<file path="src/sfr_cfg.svh">
`ifndef SFR_CFG_SVH
`define SFR_CFG_SVH
// register offsets
`define SFR_A_CTRL 7'h00
`define SFR_A_SETP 7'h04
`define SFR_A_ONSET 7'h08
`define SFR_A_DUR 7'h0C
`define SFR_A_STR 7'h10
`define SFR_A_VDUR 7'h14
`define SFR_A_VSTR 7'h18
`define SFR_A_REF 7'h1C
`define SFR_A_LAUNCH 7'h20
`define SFR_A_THR 7'h24
`define SFR_A_JOGT 7'h28
`define SFR_A_JOGF 7'h2C
`define SFR_A_SHAPE 7'h30
`define SFR_A_STAT 7'h34
`define SFR_A_TIME0 7'h40
// control fields
`define SFR_CTRL_MODE 1:0
`define SFR_CTRL_SCURVE 2
`define SFR_CTRL_PREBRK 3
`define SFR_CTRL_METH 7:4
// ranges, 0.01 Hz / 0.1 s units
`define SFR_ONSET_LO 16'h0014
`define SFR_ONSET_HI 16'h07D0
`define SFR_DUR_LO 16'h0001
`define SFR_DUR_HI 16'h0064
`define SFR_STR_LO 16'h0001
`define SFR_STR_HI 16'h000A
`define SFR_REF_LO 16'h03E8
`define SFR_REF_HI 16'h2EE0
`define SFR_TIME_HI 16'hFDE8
`define SFR_JOGT_HI 16'h00C8
`define SFR_FREQ_HI 16'hEA60
// reset values
`define SFR_CTRL_RST 8'h01
`define SFR_REF_RST 16'h1388
`define SFR_DUR_RST 16'h0005
`define SFR_STR_RST 16'h0005
`define SFR_ONSET_RST 16'h0064
`define SFR_LAUNCH_RST 16'h0064
`define SFR_TIME_RST 16'h0032
`define SFR_SHAPE_RST 16'h0064
// timing
`define SFR_CLK_NS 20
`define SFR_TICK_NS 10000
`define SFR_TICK_CYC ((`SFR_TICK_NS + `SFR_CLK_NS - 1) / `SFR_CLK_NS)
`define SFR_DS_NS 100000000
`define SFR_TICKS_PER_DS (`SFR_DS_NS / `SFR_TICK_NS)
`endif

</file>
<file path="src/sfr_pkg.sv">
package sfr_pkg;
  typedef enum logic [2:0] {
    SFR_IDLE = 3'h0,
    SFR_PRE = 3'h1,
    SFR_RUN = 3'h3,
    SFR_DECEL = 3'h2,
    SFR_DCB = 3'h6,
    SFR_COAST = 3'h7
  } sfr_state_t;
endpackage

</file>
<file path="src/sfr_core.sv">
// How it works
// - mode 1: stop ramps down on decel curve
// - mode 2: ramp to onset, then brake
// - mode 3: stop kills all gate drives
// - onset, duration, strength clamped to range
// - mode 2 ignores launch floor, brakes at onset
// - optional braking before start, then launch
// - low setpoint ramps to onset and brakes
// - setpoint above threshold keeps drive running
// - low setpoint: brake now if below onset
// - second stop ends braking at once
// - run during stop braking restarts drive
// - vector modes use separate brake settings
// - linear or s-curve, shape settable
// - both run inputs freeze frequency
// - new ramp times apply at next ramp
// - current limit makes s-curve linear
// - reference and ramp times clamped to range
// - slope is reference over ramp time
// - zero time means 0.1 s in V/f
// - two select inputs pick time pair
// - jog uses s-curve and jog time
`include "sfr_cfg.svh"
`timescale 1ns/1ps
`default_nettype none
module sfr_core
  import sfr_pkg::*;
(
  input wire logic clk,
  input wire logic sys_rst,
  input wire logic [6:0] reg_addr,
  input wire logic [31:0] reg_wdata,
  input wire logic reg_wr,
  input wire logic reg_rd,
  output logic [31:0] reg_rdata_q,
  input wire logic fwd_run_pin,
  input wire logic rev_run_pin,
  input wire logic stop_key_pin,
  input wire logic inch_request_input,
  input wire logic ramp_select_bit0,
  input wire logic ramp_select_bit1,
  input wire logic current_limit_pin,
  output logic [15:0] out_freq_q,
  output logic rev_dir_q,
  output logic gate_en_q,
  output logic dcb_active_q,
  output logic [3:0] dcb_force_q
);
  function automatic logic [15:0] clampv(input logic [31:0] v, input logic [15:0] lo,
                                         input logic [15:0] hi);
    if (v[31:16] != 16'h0 || v[15:0] > hi) clampv = hi;
    else if (v[15:0] < lo) clampv = lo;
    else clampv = v[15:0];
  endfunction

  // 0.1 s units to 10 us ticks; zero kept only outside V/f
  function automatic logic [31:0] tdiv(input logic [15:0] t, input logic vec);
    logic [15:0] tt;
    tt = (t == 16'h0 && !vec) ? 16'h1 : t;
    tdiv = tt * 32'(`SFR_TICKS_PER_DS);
  endfunction

  // pin synchronisers: three stages, change taken once 2nd and 3rd agree
  logic [6:0] pin_w, s1_q, s2_q, s3_q, pf_q;
  assign pin_w = {current_limit_pin, ramp_select_bit1, ramp_select_bit0,
                  inch_request_input, stop_key_pin, rev_run_pin, fwd_run_pin};
  always_ff @(posedge clk) begin
    if (sys_rst) begin
      s1_q <= 7'h0;
      s2_q <= 7'h0;
      s3_q <= 7'h0;
      pf_q <= 7'h0;
    end else begin
      s1_q <= pin_w;
      s2_q <= s1_q;
      s3_q <= s2_q;
      pf_q <= (s2_q & s3_q) | (pf_q & (s2_q | s3_q));
    end
  end
  wire fwd_s = pf_q[0];
  wire rev_s = pf_q[1];
  wire stop_s = pf_q[2];
  wire jog_s = pf_q[3];
  wire [1:0] sel_s = pf_q[5:4];
  wire cl_s = pf_q[6];

  // register file
  logic [7:0] ctrl_q;
  logic [15:0] setp_q, onset_q, dur_q, str_q, vdur_q, vstr_q, ref_q, launch_q, thr_q;
  logic [15:0] jogt_q, jogf_q, shape_q;
  logic [15:0] tm_q [0:7];
  sfr_state_t st_q, st_d;
  wire [3:0] meth_w = ctrl_q[`SFR_CTRL_METH];
  wire vec_w = meth_w == 4'h2 || meth_w == 4'h5 || meth_w == 4'h8 || meth_w == 4'h9 ||
               meth_w == 4'hA || meth_w == 4'hC;
  wire wr_tm_w = reg_wr && reg_addr[6:5] == 2'b10 && reg_addr[1:0] == 2'b00;
  wire [2:0] tm_i = reg_addr[4:2];
  always_ff @(posedge clk) begin
    if (sys_rst) begin
      ctrl_q <= `SFR_CTRL_RST;
      setp_q <= 16'h0;
      onset_q <= `SFR_ONSET_RST;
      dur_q <= `SFR_DUR_RST;
      str_q <= `SFR_STR_RST;
      vdur_q <= `SFR_DUR_RST;
      vstr_q <= `SFR_STR_RST;
      ref_q <= `SFR_REF_RST;
      launch_q <= `SFR_LAUNCH_RST;
      thr_q <= 16'h0;
      jogt_q <= `SFR_TIME_RST;
      jogf_q <= `SFR_LAUNCH_RST;
      shape_q <= `SFR_SHAPE_RST;
      for (int i = 0; i < 8; i++) tm_q[i] <= `SFR_TIME_RST;
    end else if (reg_wr) begin
      case (reg_addr)
        `SFR_A_CTRL: ctrl_q <= reg_wdata[7:0];
        `SFR_A_SETP: setp_q <= clampv(reg_wdata, 16'h0, `SFR_FREQ_HI);
        `SFR_A_ONSET: onset_q <= clampv(reg_wdata, `SFR_ONSET_LO, `SFR_ONSET_HI);
        `SFR_A_DUR: dur_q <= clampv(reg_wdata, `SFR_DUR_LO, `SFR_DUR_HI);
        `SFR_A_STR: str_q <= clampv(reg_wdata, `SFR_STR_LO, `SFR_STR_HI);
        `SFR_A_VDUR: vdur_q <= clampv(reg_wdata, `SFR_DUR_LO, `SFR_DUR_HI);
        `SFR_A_VSTR: vstr_q <= clampv(reg_wdata, `SFR_STR_LO, `SFR_STR_HI);
        `SFR_A_REF: ref_q <= clampv(reg_wdata, `SFR_REF_LO, `SFR_REF_HI);
        `SFR_A_LAUNCH: launch_q <= clampv(reg_wdata, 16'h0, `SFR_ONSET_HI);
        `SFR_A_THR: thr_q <= clampv(reg_wdata, 16'h0, `SFR_ONSET_HI);
        `SFR_A_JOGT: jogt_q <= clampv(reg_wdata, 16'h0, `SFR_JOGT_HI);
        // panel may set jog frequency only while a jog input is shorted
        `SFR_A_JOGF: if (jog_s) jogf_q <= clampv(reg_wdata, 16'h0, `SFR_FREQ_HI);
        `SFR_A_SHAPE: shape_q <= clampv(reg_wdata, 16'h1, 16'hFFFF);
        default: if (wr_tm_w) tm_q[tm_i] <= clampv(reg_wdata, 16'h0, `SFR_TIME_HI);
      endcase
    end
  end

  always_ff @(posedge clk) begin
    if (sys_rst) reg_rdata_q <= 32'h0;
    else if (reg_rd) begin
      case (reg_addr)
        `SFR_A_CTRL: reg_rdata_q <= {24'h0, ctrl_q};
        `SFR_A_SETP: reg_rdata_q <= {16'h0, setp_q};
        `SFR_A_ONSET: reg_rdata_q <= {16'h0, onset_q};
        `SFR_A_DUR: reg_rdata_q <= {16'h0, dur_q};
        `SFR_A_STR: reg_rdata_q <= {16'h0, str_q};
        `SFR_A_VDUR: reg_rdata_q <= {16'h0, vdur_q};
        `SFR_A_VSTR: reg_rdata_q <= {16'h0, vstr_q};
        `SFR_A_REF: reg_rdata_q <= {16'h0, ref_q};
        `SFR_A_LAUNCH: reg_rdata_q <= {16'h0, launch_q};
        `SFR_A_THR: reg_rdata_q <= {16'h0, thr_q};
        `SFR_A_JOGT: reg_rdata_q <= {16'h0, jogt_q};
        `SFR_A_JOGF: reg_rdata_q <= {16'h0, jogf_q};
        `SFR_A_SHAPE: reg_rdata_q <= {16'h0, shape_q};
        `SFR_A_STAT: reg_rdata_q <= {13'h0, st_q, out_freq_q};
        default: reg_rdata_q <= (reg_addr[6:5] == 2'b10 && reg_addr[1:0] == 2'b00) ?
                                {16'h0, tm_q[tm_i]} : 32'h0;
      endcase
    end else reg_rdata_q <= 32'h0;
  end

  // command decode
  logic stop_p_q, halt_q, lock_p_q;
  wire any_run_w = fwd_s | rev_s | jog_s;
  wire run_w = any_run_w & !halt_q;
  wire lock_w = fwd_s & rev_s;
  wire stop_edge_w = stop_s & !stop_p_q;
  wire stop_req_w = stop_edge_w | !run_w;
  wire [15:0] sp_w = jog_s ? jogf_q : setp_q;
  wire low_w = sp_w < thr_q;
  wire startok_w = !low_w && sp_w >= launch_q;
  wire [1:0] mode_w = ctrl_q[`SFR_CTRL_MODE];
  wire [31:0] bdiv_w = tdiv(vec_w ? vdur_q : dur_q, 1'b1);
  wire [3:0] bstr_w = vec_w ? vstr_q[3:0] : str_q[3:0];
  logic [31:0] bcnt_q;
  logic brk_end_q;
  wire bdone_w = bcnt_q >= bdiv_w;
  wire above_w = out_freq_q > onset_q;
  wire [15:0] floor_w = brk_end_q ? onset_q : launch_q;

  always_ff @(posedge clk) begin
    if (sys_rst) begin
      stop_p_q <= 1'b0;
      halt_q <= 1'b0;
      lock_p_q <= 1'b0;
    end else begin
      stop_p_q <= stop_s;
      lock_p_q <= lock_w;
      if (stop_edge_w) halt_q <= 1'b1;
      else if (!any_run_w) halt_q <= 1'b0;
    end
  end

  // stop sequencer
  logic brk_end_d;
  always_comb begin
    st_d = st_q;
    brk_end_d = brk_end_q;
    case (st_q)
      SFR_IDLE: if (run_w && startok_w) st_d = ctrl_q[`SFR_CTRL_PREBRK] ? SFR_PRE : SFR_RUN;
      SFR_PRE: begin
        if (stop_req_w) st_d = SFR_IDLE;
        else if (bdone_w) st_d = SFR_RUN;
      end
      SFR_RUN: begin
        if (stop_req_w) begin
          if (mode_w == 2'h3) st_d = SFR_COAST;
          else if (mode_w == 2'h2) begin
            st_d = above_w ? SFR_DECEL : SFR_DCB;
            brk_end_d = 1'b1;
          end else begin
            st_d = SFR_DECEL;
            brk_end_d = 1'b0;
          end
        end else if (low_w) begin
          // output above onset: ramp to onset first, otherwise brake at once
          st_d = above_w ? SFR_DECEL : SFR_DCB;
          brk_end_d = 1'b1;
        end
      end
      SFR_DECEL: begin
        if (stop_edge_w && mode_w == 2'h3) st_d = SFR_COAST;
        else if (out_freq_q <= floor_w) st_d = brk_end_q ? SFR_DCB : SFR_IDLE;
        else if (run_w && !low_w) st_d = SFR_RUN;
      end
      SFR_DCB: begin
        if (stop_edge_w) st_d = SFR_IDLE;
        else if (bdone_w) st_d = SFR_IDLE;
        else if (run_w && startok_w) st_d = SFR_IDLE;
      end
      SFR_COAST: st_d = SFR_IDLE;
      default: st_d = SFR_IDLE;
    endcase
  end

  // ramp engine
  logic [8:0] tick_cnt_q;
  logic [31:0] div_q, acc_q;
  logic [15:0] tgt_p_q, sc_cnt_q;
  logic [3:0] k_q;
  logic ramping_q, dirup_q, lin_q;
  wire tick_w = tick_cnt_q == 9'(`SFR_TICK_CYC - 1);
  wire [15:0] tgt_w = (st_q == SFR_RUN) ? (lock_w ? out_freq_q : sp_w) :
                      (st_q == SFR_DECEL) ? floor_w : out_freq_q;
  wire up_w = tgt_w > out_freq_q;
  wire ramp_w = up_w || tgt_w < out_freq_q;
  wire new_ramp_w = ramp_w && (!ramping_q || up_w != dirup_q);
  wire [2:0] ti_w = {!up_w, sel_s};
  wire [15:0] tsel_w = jog_s ? jogt_q : tm_q[ti_w];
  wire [31:0] div_w = new_ramp_w ? tdiv(tsel_w, vec_w) : div_q;
  wire s_w = ctrl_q[`SFR_CTRL_SCURVE] | jog_s;
  wire [15:0] dist_w = up_w ? tgt_w - out_freq_q : out_freq_q - tgt_w;
  wire near_w = dist_w < {4'h0, ref_q[15:4]};
  wire restart_w = new_ramp_w || tgt_w != tgt_p_q || (lock_p_q && !lock_w);
  wire [19:0] kref_w = ref_q * k_q;
  // s-curve scales the slope by k/8; linear runs at full reference slope
  wire [15:0] inc_w = (s_w && !lin_q) ? kref_w[18:3] : ref_q;
  wire step_w = ramp_w && div_w != 32'h0 && acc_q >= div_w;
  wire [31:0] acc_d = acc_q - (step_w ? div_w : 32'h0) +
                      ((tick_w && ramp_w) ? {16'h0, inc_w} : 32'h0);
  logic [15:0] freq_d;
  always_comb begin
    freq_d = out_freq_q;
    if (st_d == SFR_RUN && (st_q == SFR_IDLE || st_q == SFR_PRE)) freq_d = launch_q;
    else if (st_d == SFR_IDLE || st_d == SFR_COAST || st_d == SFR_DCB) freq_d = 16'h0;
    else if (ramp_w && div_w == 32'h0) freq_d = tgt_w;
    else if (step_w) freq_d = up_w ? out_freq_q + 16'h1 : out_freq_q - 16'h1;
  end

  always_ff @(posedge clk) begin
    if (sys_rst) begin
      tick_cnt_q <= 9'h0;
      div_q <= 32'h0;
      acc_q <= 32'h0;
      tgt_p_q <= 16'h0;
      ramping_q <= 1'b0;
      dirup_q <= 1'b0;
      out_freq_q <= 16'h0;
    end else begin
      tick_cnt_q <= tick_w ? 9'h0 : tick_cnt_q + 9'h1;
      div_q <= div_w;
      acc_q <= ramp_w ? (new_ramp_w ? 32'h0 : acc_d) : 32'h0;
      tgt_p_q <= tgt_w;
      ramping_q <= ramp_w;
      dirup_q <= up_w;
      out_freq_q <= freq_d;
    end
  end

  // s-curve shaping: slope factor climbs then falls near target
  always_ff @(posedge clk) begin
    if (sys_rst) begin
      k_q <= 4'h1;
      sc_cnt_q <= 16'h0;
      lin_q <= 1'b0;
    end else begin
      if (new_ramp_w) lin_q <= 1'b0;
      else if (cl_s && ramp_w && s_w) lin_q <= 1'b1;
      if (restart_w) begin
        k_q <= 4'h1;
        sc_cnt_q <= 16'h0;
      end else if (tick_w) begin
        sc_cnt_q <= (sc_cnt_q >= shape_q - 16'h1) ? 16'h0 : sc_cnt_q + 16'h1;
        if (sc_cnt_q >= shape_q - 16'h1) begin
          if (near_w && k_q > 4'h1) k_q <= k_q - 4'h1;
          else if (!near_w && k_q < 4'h8) k_q <= k_q + 4'h1;
        end
      end
    end
  end

  // state, brake timer, outputs
  always_ff @(posedge clk) begin
    if (sys_rst) begin
      st_q <= SFR_IDLE;
      brk_end_q <= 1'b0;
      bcnt_q <= 32'h0;
      gate_en_q <= 1'b0;
      dcb_active_q <= 1'b0;
      dcb_force_q <= 4'h0;
      rev_dir_q <= 1'b0;
    end else begin
      st_q <= st_d;
      brk_end_q <= brk_end_d;
      bcnt_q <= (st_d != st_q) ? 32'h0 : (tick_w ? bcnt_q + 32'h1 : bcnt_q);
      gate_en_q <= st_d != SFR_IDLE && st_d != SFR_COAST;
      dcb_active_q <= st_d == SFR_PRE || st_d == SFR_DCB;
      dcb_force_q <= (st_d == SFR_PRE || st_d == SFR_DCB) ? bstr_w : 4'h0;
      if (st_q == SFR_IDLE && st_d != SFR_IDLE) rev_dir_q <= rev_s & !fwd_s;
    end
  end
endmodule
`default_nettype wire

</file>
<file path="config.mk">
export PLATFORM = sky130hd
export DESIGN_NAME = sfr_core
export DESIGN_NICKNAME = d
export VERILOG_FILES = /design/src/sfr_pkg.sv /design/src/sfr_core.sv
export VERILOG_INCLUDE_DIRS = /design/src
export SDC_FILE = /design/constraint.sdc
export NUM_CORES = 2
export LEC_CHECK = 0
export ABC_AREA = 1
export BUFFER_PORTS_ARGS = -buffer_cell sky130_fd_sc_hd__buf_2
export CAP_MARGIN = 20
export CELL_PAD_IN_SITES_DETAIL_PLACEMENT = 0
export CELL_PAD_IN_SITES_GLOBAL_PLACEMENT = 1
export CORE_ASPECT_RATIO = 0.5
export CORE_MARGIN = 1
export CORE_UTILIZATION = 45
export CTS_CLUSTER_DIAMETER = 200
export DETAILED_ROUTE_END_ITERATION = 12
export HOLD_SLACK_MARGIN = 0.08
export PLACE_DENSITY_LB_ADDON = 0.1
export SLEW_MARGIN = 25
export SYNTH_ARGS = -nofsm -noshare
export SYNTH_HDL_FRONTEND = slang
export SYNTH_SLANG_ARGS = --single-unit
</file>
<file path="constraint.sdc">
create_clock -name clk -period 20.8 [get_ports clk]
set_input_delay 2.08 -clock clk [delete_from_list [all_inputs] [get_ports clk]]
set_output_delay 2.08 -clock clk [all_outputs]
set_load 0.005 [all_outputs]
</file>
==> flow_summary_export.csv <==
group,metric,value,unit
status,outcome,"finished clean",
placement,port_buffers,91,
synthesis,ys_types,71,
power,power.density,62.5,nW/um^2
clocking,insertion_delay,0.68,ns
floorplanning,dieArea,91300,um^2
setup_path,worstSetupEndpointType,"register",
detailed_routing,drcViolationCount,0,
synthesis,ys_ff_latch,549,
setup_path,crit_family,"compound AO/OA/AOI/OAI gates",
grt,grt_max_degree,87,
detailed_routing,top_layer,"met5",
power,internal_power,1890,uW
setup_path,path_class,"reg -> reg",
detailed_routing,wl_met2,64.2,mm
synthesis,seq_area_frac_synth,30.3,%
finish,areaGrowthSynthToFinish,9.05,%
synthesis,ys_warn_count,0,
sta,rsz0062_at_grt,"false",
detailed_routing,initialDrtViolationCount,4152,
placement,routabilityCongestion,1.03,
floorplanning,die_h,214,um
clocking,postCtsHoldBufs,0,
clocking,cts_sinks,549,
sta,fmaxAchievable,68.0,MHz
detailed_routing,drt-met1-wl,71.4,mm
sta,tightest_slew,1.13,ns
finish,drive_gt1_share,6.51,%
detailed_routing,routed_wl,156,mm
detailed_routing,postRouteAntennaNets,0,
clocking,cts_buffers,56,
power,ir_drop,0.0762,mV
sta,period_minus_slack,14.70,ns
floorplanning,die_w,426,um
clocking,htree_num_levels,2,
synthesis,synth_edf_count,128,
detailed_routing,first_pass_iters,6,
floorplanning,start_util,45.6,%
setup_path,crit_top_cell,"nand2_1",
setup_path,crit_arrival,15.26,ns
setup_path,start_kind,"register",
sta,hold_viol,0,
sta,setup-tns-final,0,ns
clocking,cts_max_path_buffers,3,
grt,antenna_found_initial,5,
detailed_routing,dr_total_vias,38368,
power,pwr-share-seq,40.5,%
setup_path,path_max_fanout,49,
power,switching_power,867,uW
setup_path,cp.required,21.36,ns
clocking,root_buffer,"clkbuf_16",
sta,clock_skew,0.0327,ns
grt,grtUsageTotal,33.7,%
floorplanning,rows,77,
clocking,cts_tree,"yes",
min_path,min_path_type,"reg -> reg",
placement,dp_hpwl,121,mm
setup_path,slowest_stage,"nand2_4",
finish,fin_util,49.8,%
setup_path,cpPeakStageDelay,0.70,ns
grt,grt-ovfl-total,0,
synthesis,async_flop_share,0,%
finish,layout.nets,6133,
sta,slew_viol_final,0,
setup_path,path_buf_inv,13,
synthesis,avgSynthCellArea,7.33,um^2
synthesis,syn-cell-area,40500,um^2
synthesis,ys.flop_type,"dfxtp_1",
power,switching_share,31.4,%
detailed_routing,routedWlPerCell,23.0,um
synthesis,synthCells,5527,
grt,grt_pass1_vias,36087,
sta,finalCritPeriodShare,70.7,%
detailed_routing,via_per_inst,5.65,
detailed_routing,wl_met3,16.4,mm
grt,grt_pass1_wl,231,mm
sta,relSlewSlack,24.5,%
clocking,post_cts_buffers,0,
run,drv_cap,0,
clocking,clk_pin_slew,0.07,ns
power,combinationalPowerShare,20.4,%
floorplanning,ios,105,
power,p_clk_share,39.2,%
floorplanning,coreArea,88700,um^2
power,p_leak,0.0208,uW
finish,fillers,9047,
sta,final-setup-viol-count,0,
clocking,post_cts_resized,0,
[registers in the layout, summed over array words and instances (netlist names), 19 cells and up]
signal	count
acc_q	32
bcnt_q	32
div_q	32
reg_rdata_q	19
tm_q	128
[layout make-up]
cell class	instances	area, um^2	share of cell area [%]
tap	1185	1480	3.36
clock buffer	74	1590	3.60
sequential	549	12300	27.8
timing repair buffer	160	982	2.22
clock inverter	31	289	0.655
inverter	995	3740	8.47
multi-input combinational	3797	23800	53.9
antenna	2	5.00	0.0113
[stage by stage]
stage | setup slack (ns) | instances | hold slack (ns) | power, uW | instance area [um^2]
after detailed placement | 6.22 | 6686 | 0.402 | 1700 | 42200
final | 6.10 | 6793 | 0.408 | 2760 | 44200
after CTS | 6.15 | 6791 | 0.419 | 2770 | 44100
after global routing | 4.73 | 6791 | 0.438 | 2900 | 44200
after floorplan | 9.53 | 5539 | 0.388 | 1540 | 40500
after global placement | 6.55 | 6686 | 0.399 | 1700 | 42200
[synth_stat cells (66+ instances only)]
| master | instances | area share (%) |
|---|---|---|
| fa_1 | 107 | 5.3 |
| inv_1 | 973 | 9.0 |
| clkbuf_1 | 145 | 1.3 |
| edfxtp_1 | 128 | 9.5 |
| o22ai_1 | 66 | 1.0 |
| a21oi_1 | 456 | 5.6 |
| nand3_1 | 162 | 2.0 |
| ha_1 | 417 | 13 |
| xor2_1 | 83 | 1.8 |
| nand2_1 | 986 | 9.1 |
| dfxtp_1 | 421 | 21 |
| nor3_1 | 126 | 1.6 |
| nor2_1 | 493 | 4.6 |
| o21ai_0 | 373 | 4.6 |
[logic make-up after synthesis]
logic type | Yosys count | share of synthesized area [%]
fa+ha+maj | 524 | 18.2
flops | 549 | 30.3
xor+xnor | 125 | 2.70
compound gates | 1197 | 17.1
mux | 3 | 0.0742
buf+inv | 1193 | 11.4
simple gates | 1935 | 20.2
other cells | 1 | 0.00926
[path summary, 6_finish.rpt]
kind | start | end | slack, ns | cells after the start
max | st_q[1] | acc_q[28] | 6.10 | 68
min | s1_q[5] | s2_q[5] | 0.41 | 2
max reg2reg | st_q[1] | acc_q[28] | 6.10 | 68
min reg2reg | s1_q[5] | s2_q[5] | 0.41 | 2
[layer usage]
metal / up-vias / global-route usage (%)
li1: 18221 / -
met1: 18281 / 48.7
met2: 1623 / 49.8
met3: 239 / 8.59
met4: 4 / 8.51
met5: - / 0
[layout by cell type (no fill, tap or decap), types with 28 or more instances in the layout]
cell type / instances
o22ai_1: 66
dfxtp_1: 419
o211ai_1: 28
nor2_1: 487
fa_1: 107
buf_4: 69
a22oi_1: 33
clkbuf_16: 57
xor2_1: 83
a21oi_1: 456
a221oi_1: 42
ha_1: 417
o21ai_0: 372
edfxtp_1: 128
buf_2: 90
nand2_1: 983
nand3_1: 162
xnor2_1: 42
nand4_1: 49
inv_1: 973
nor3_1: 124
[power groups by stage]
stage,combinational (uW),clock (uW),sequential [uW]
after floorplan,404,0,1140
after global placement,558,0,1140
after detailed placement,557,0,1140
after CTS,561,1090,1120
after global routing,642,1140,1120
final,562,1080,1120
[tightest hold or removal path, cell delays in order, from the launching register on]
cell	delay, ns
dfxtp_1	0.30
inv_1	0.05
nor2_1	0.04
Power figures use the tool's default switching activity.
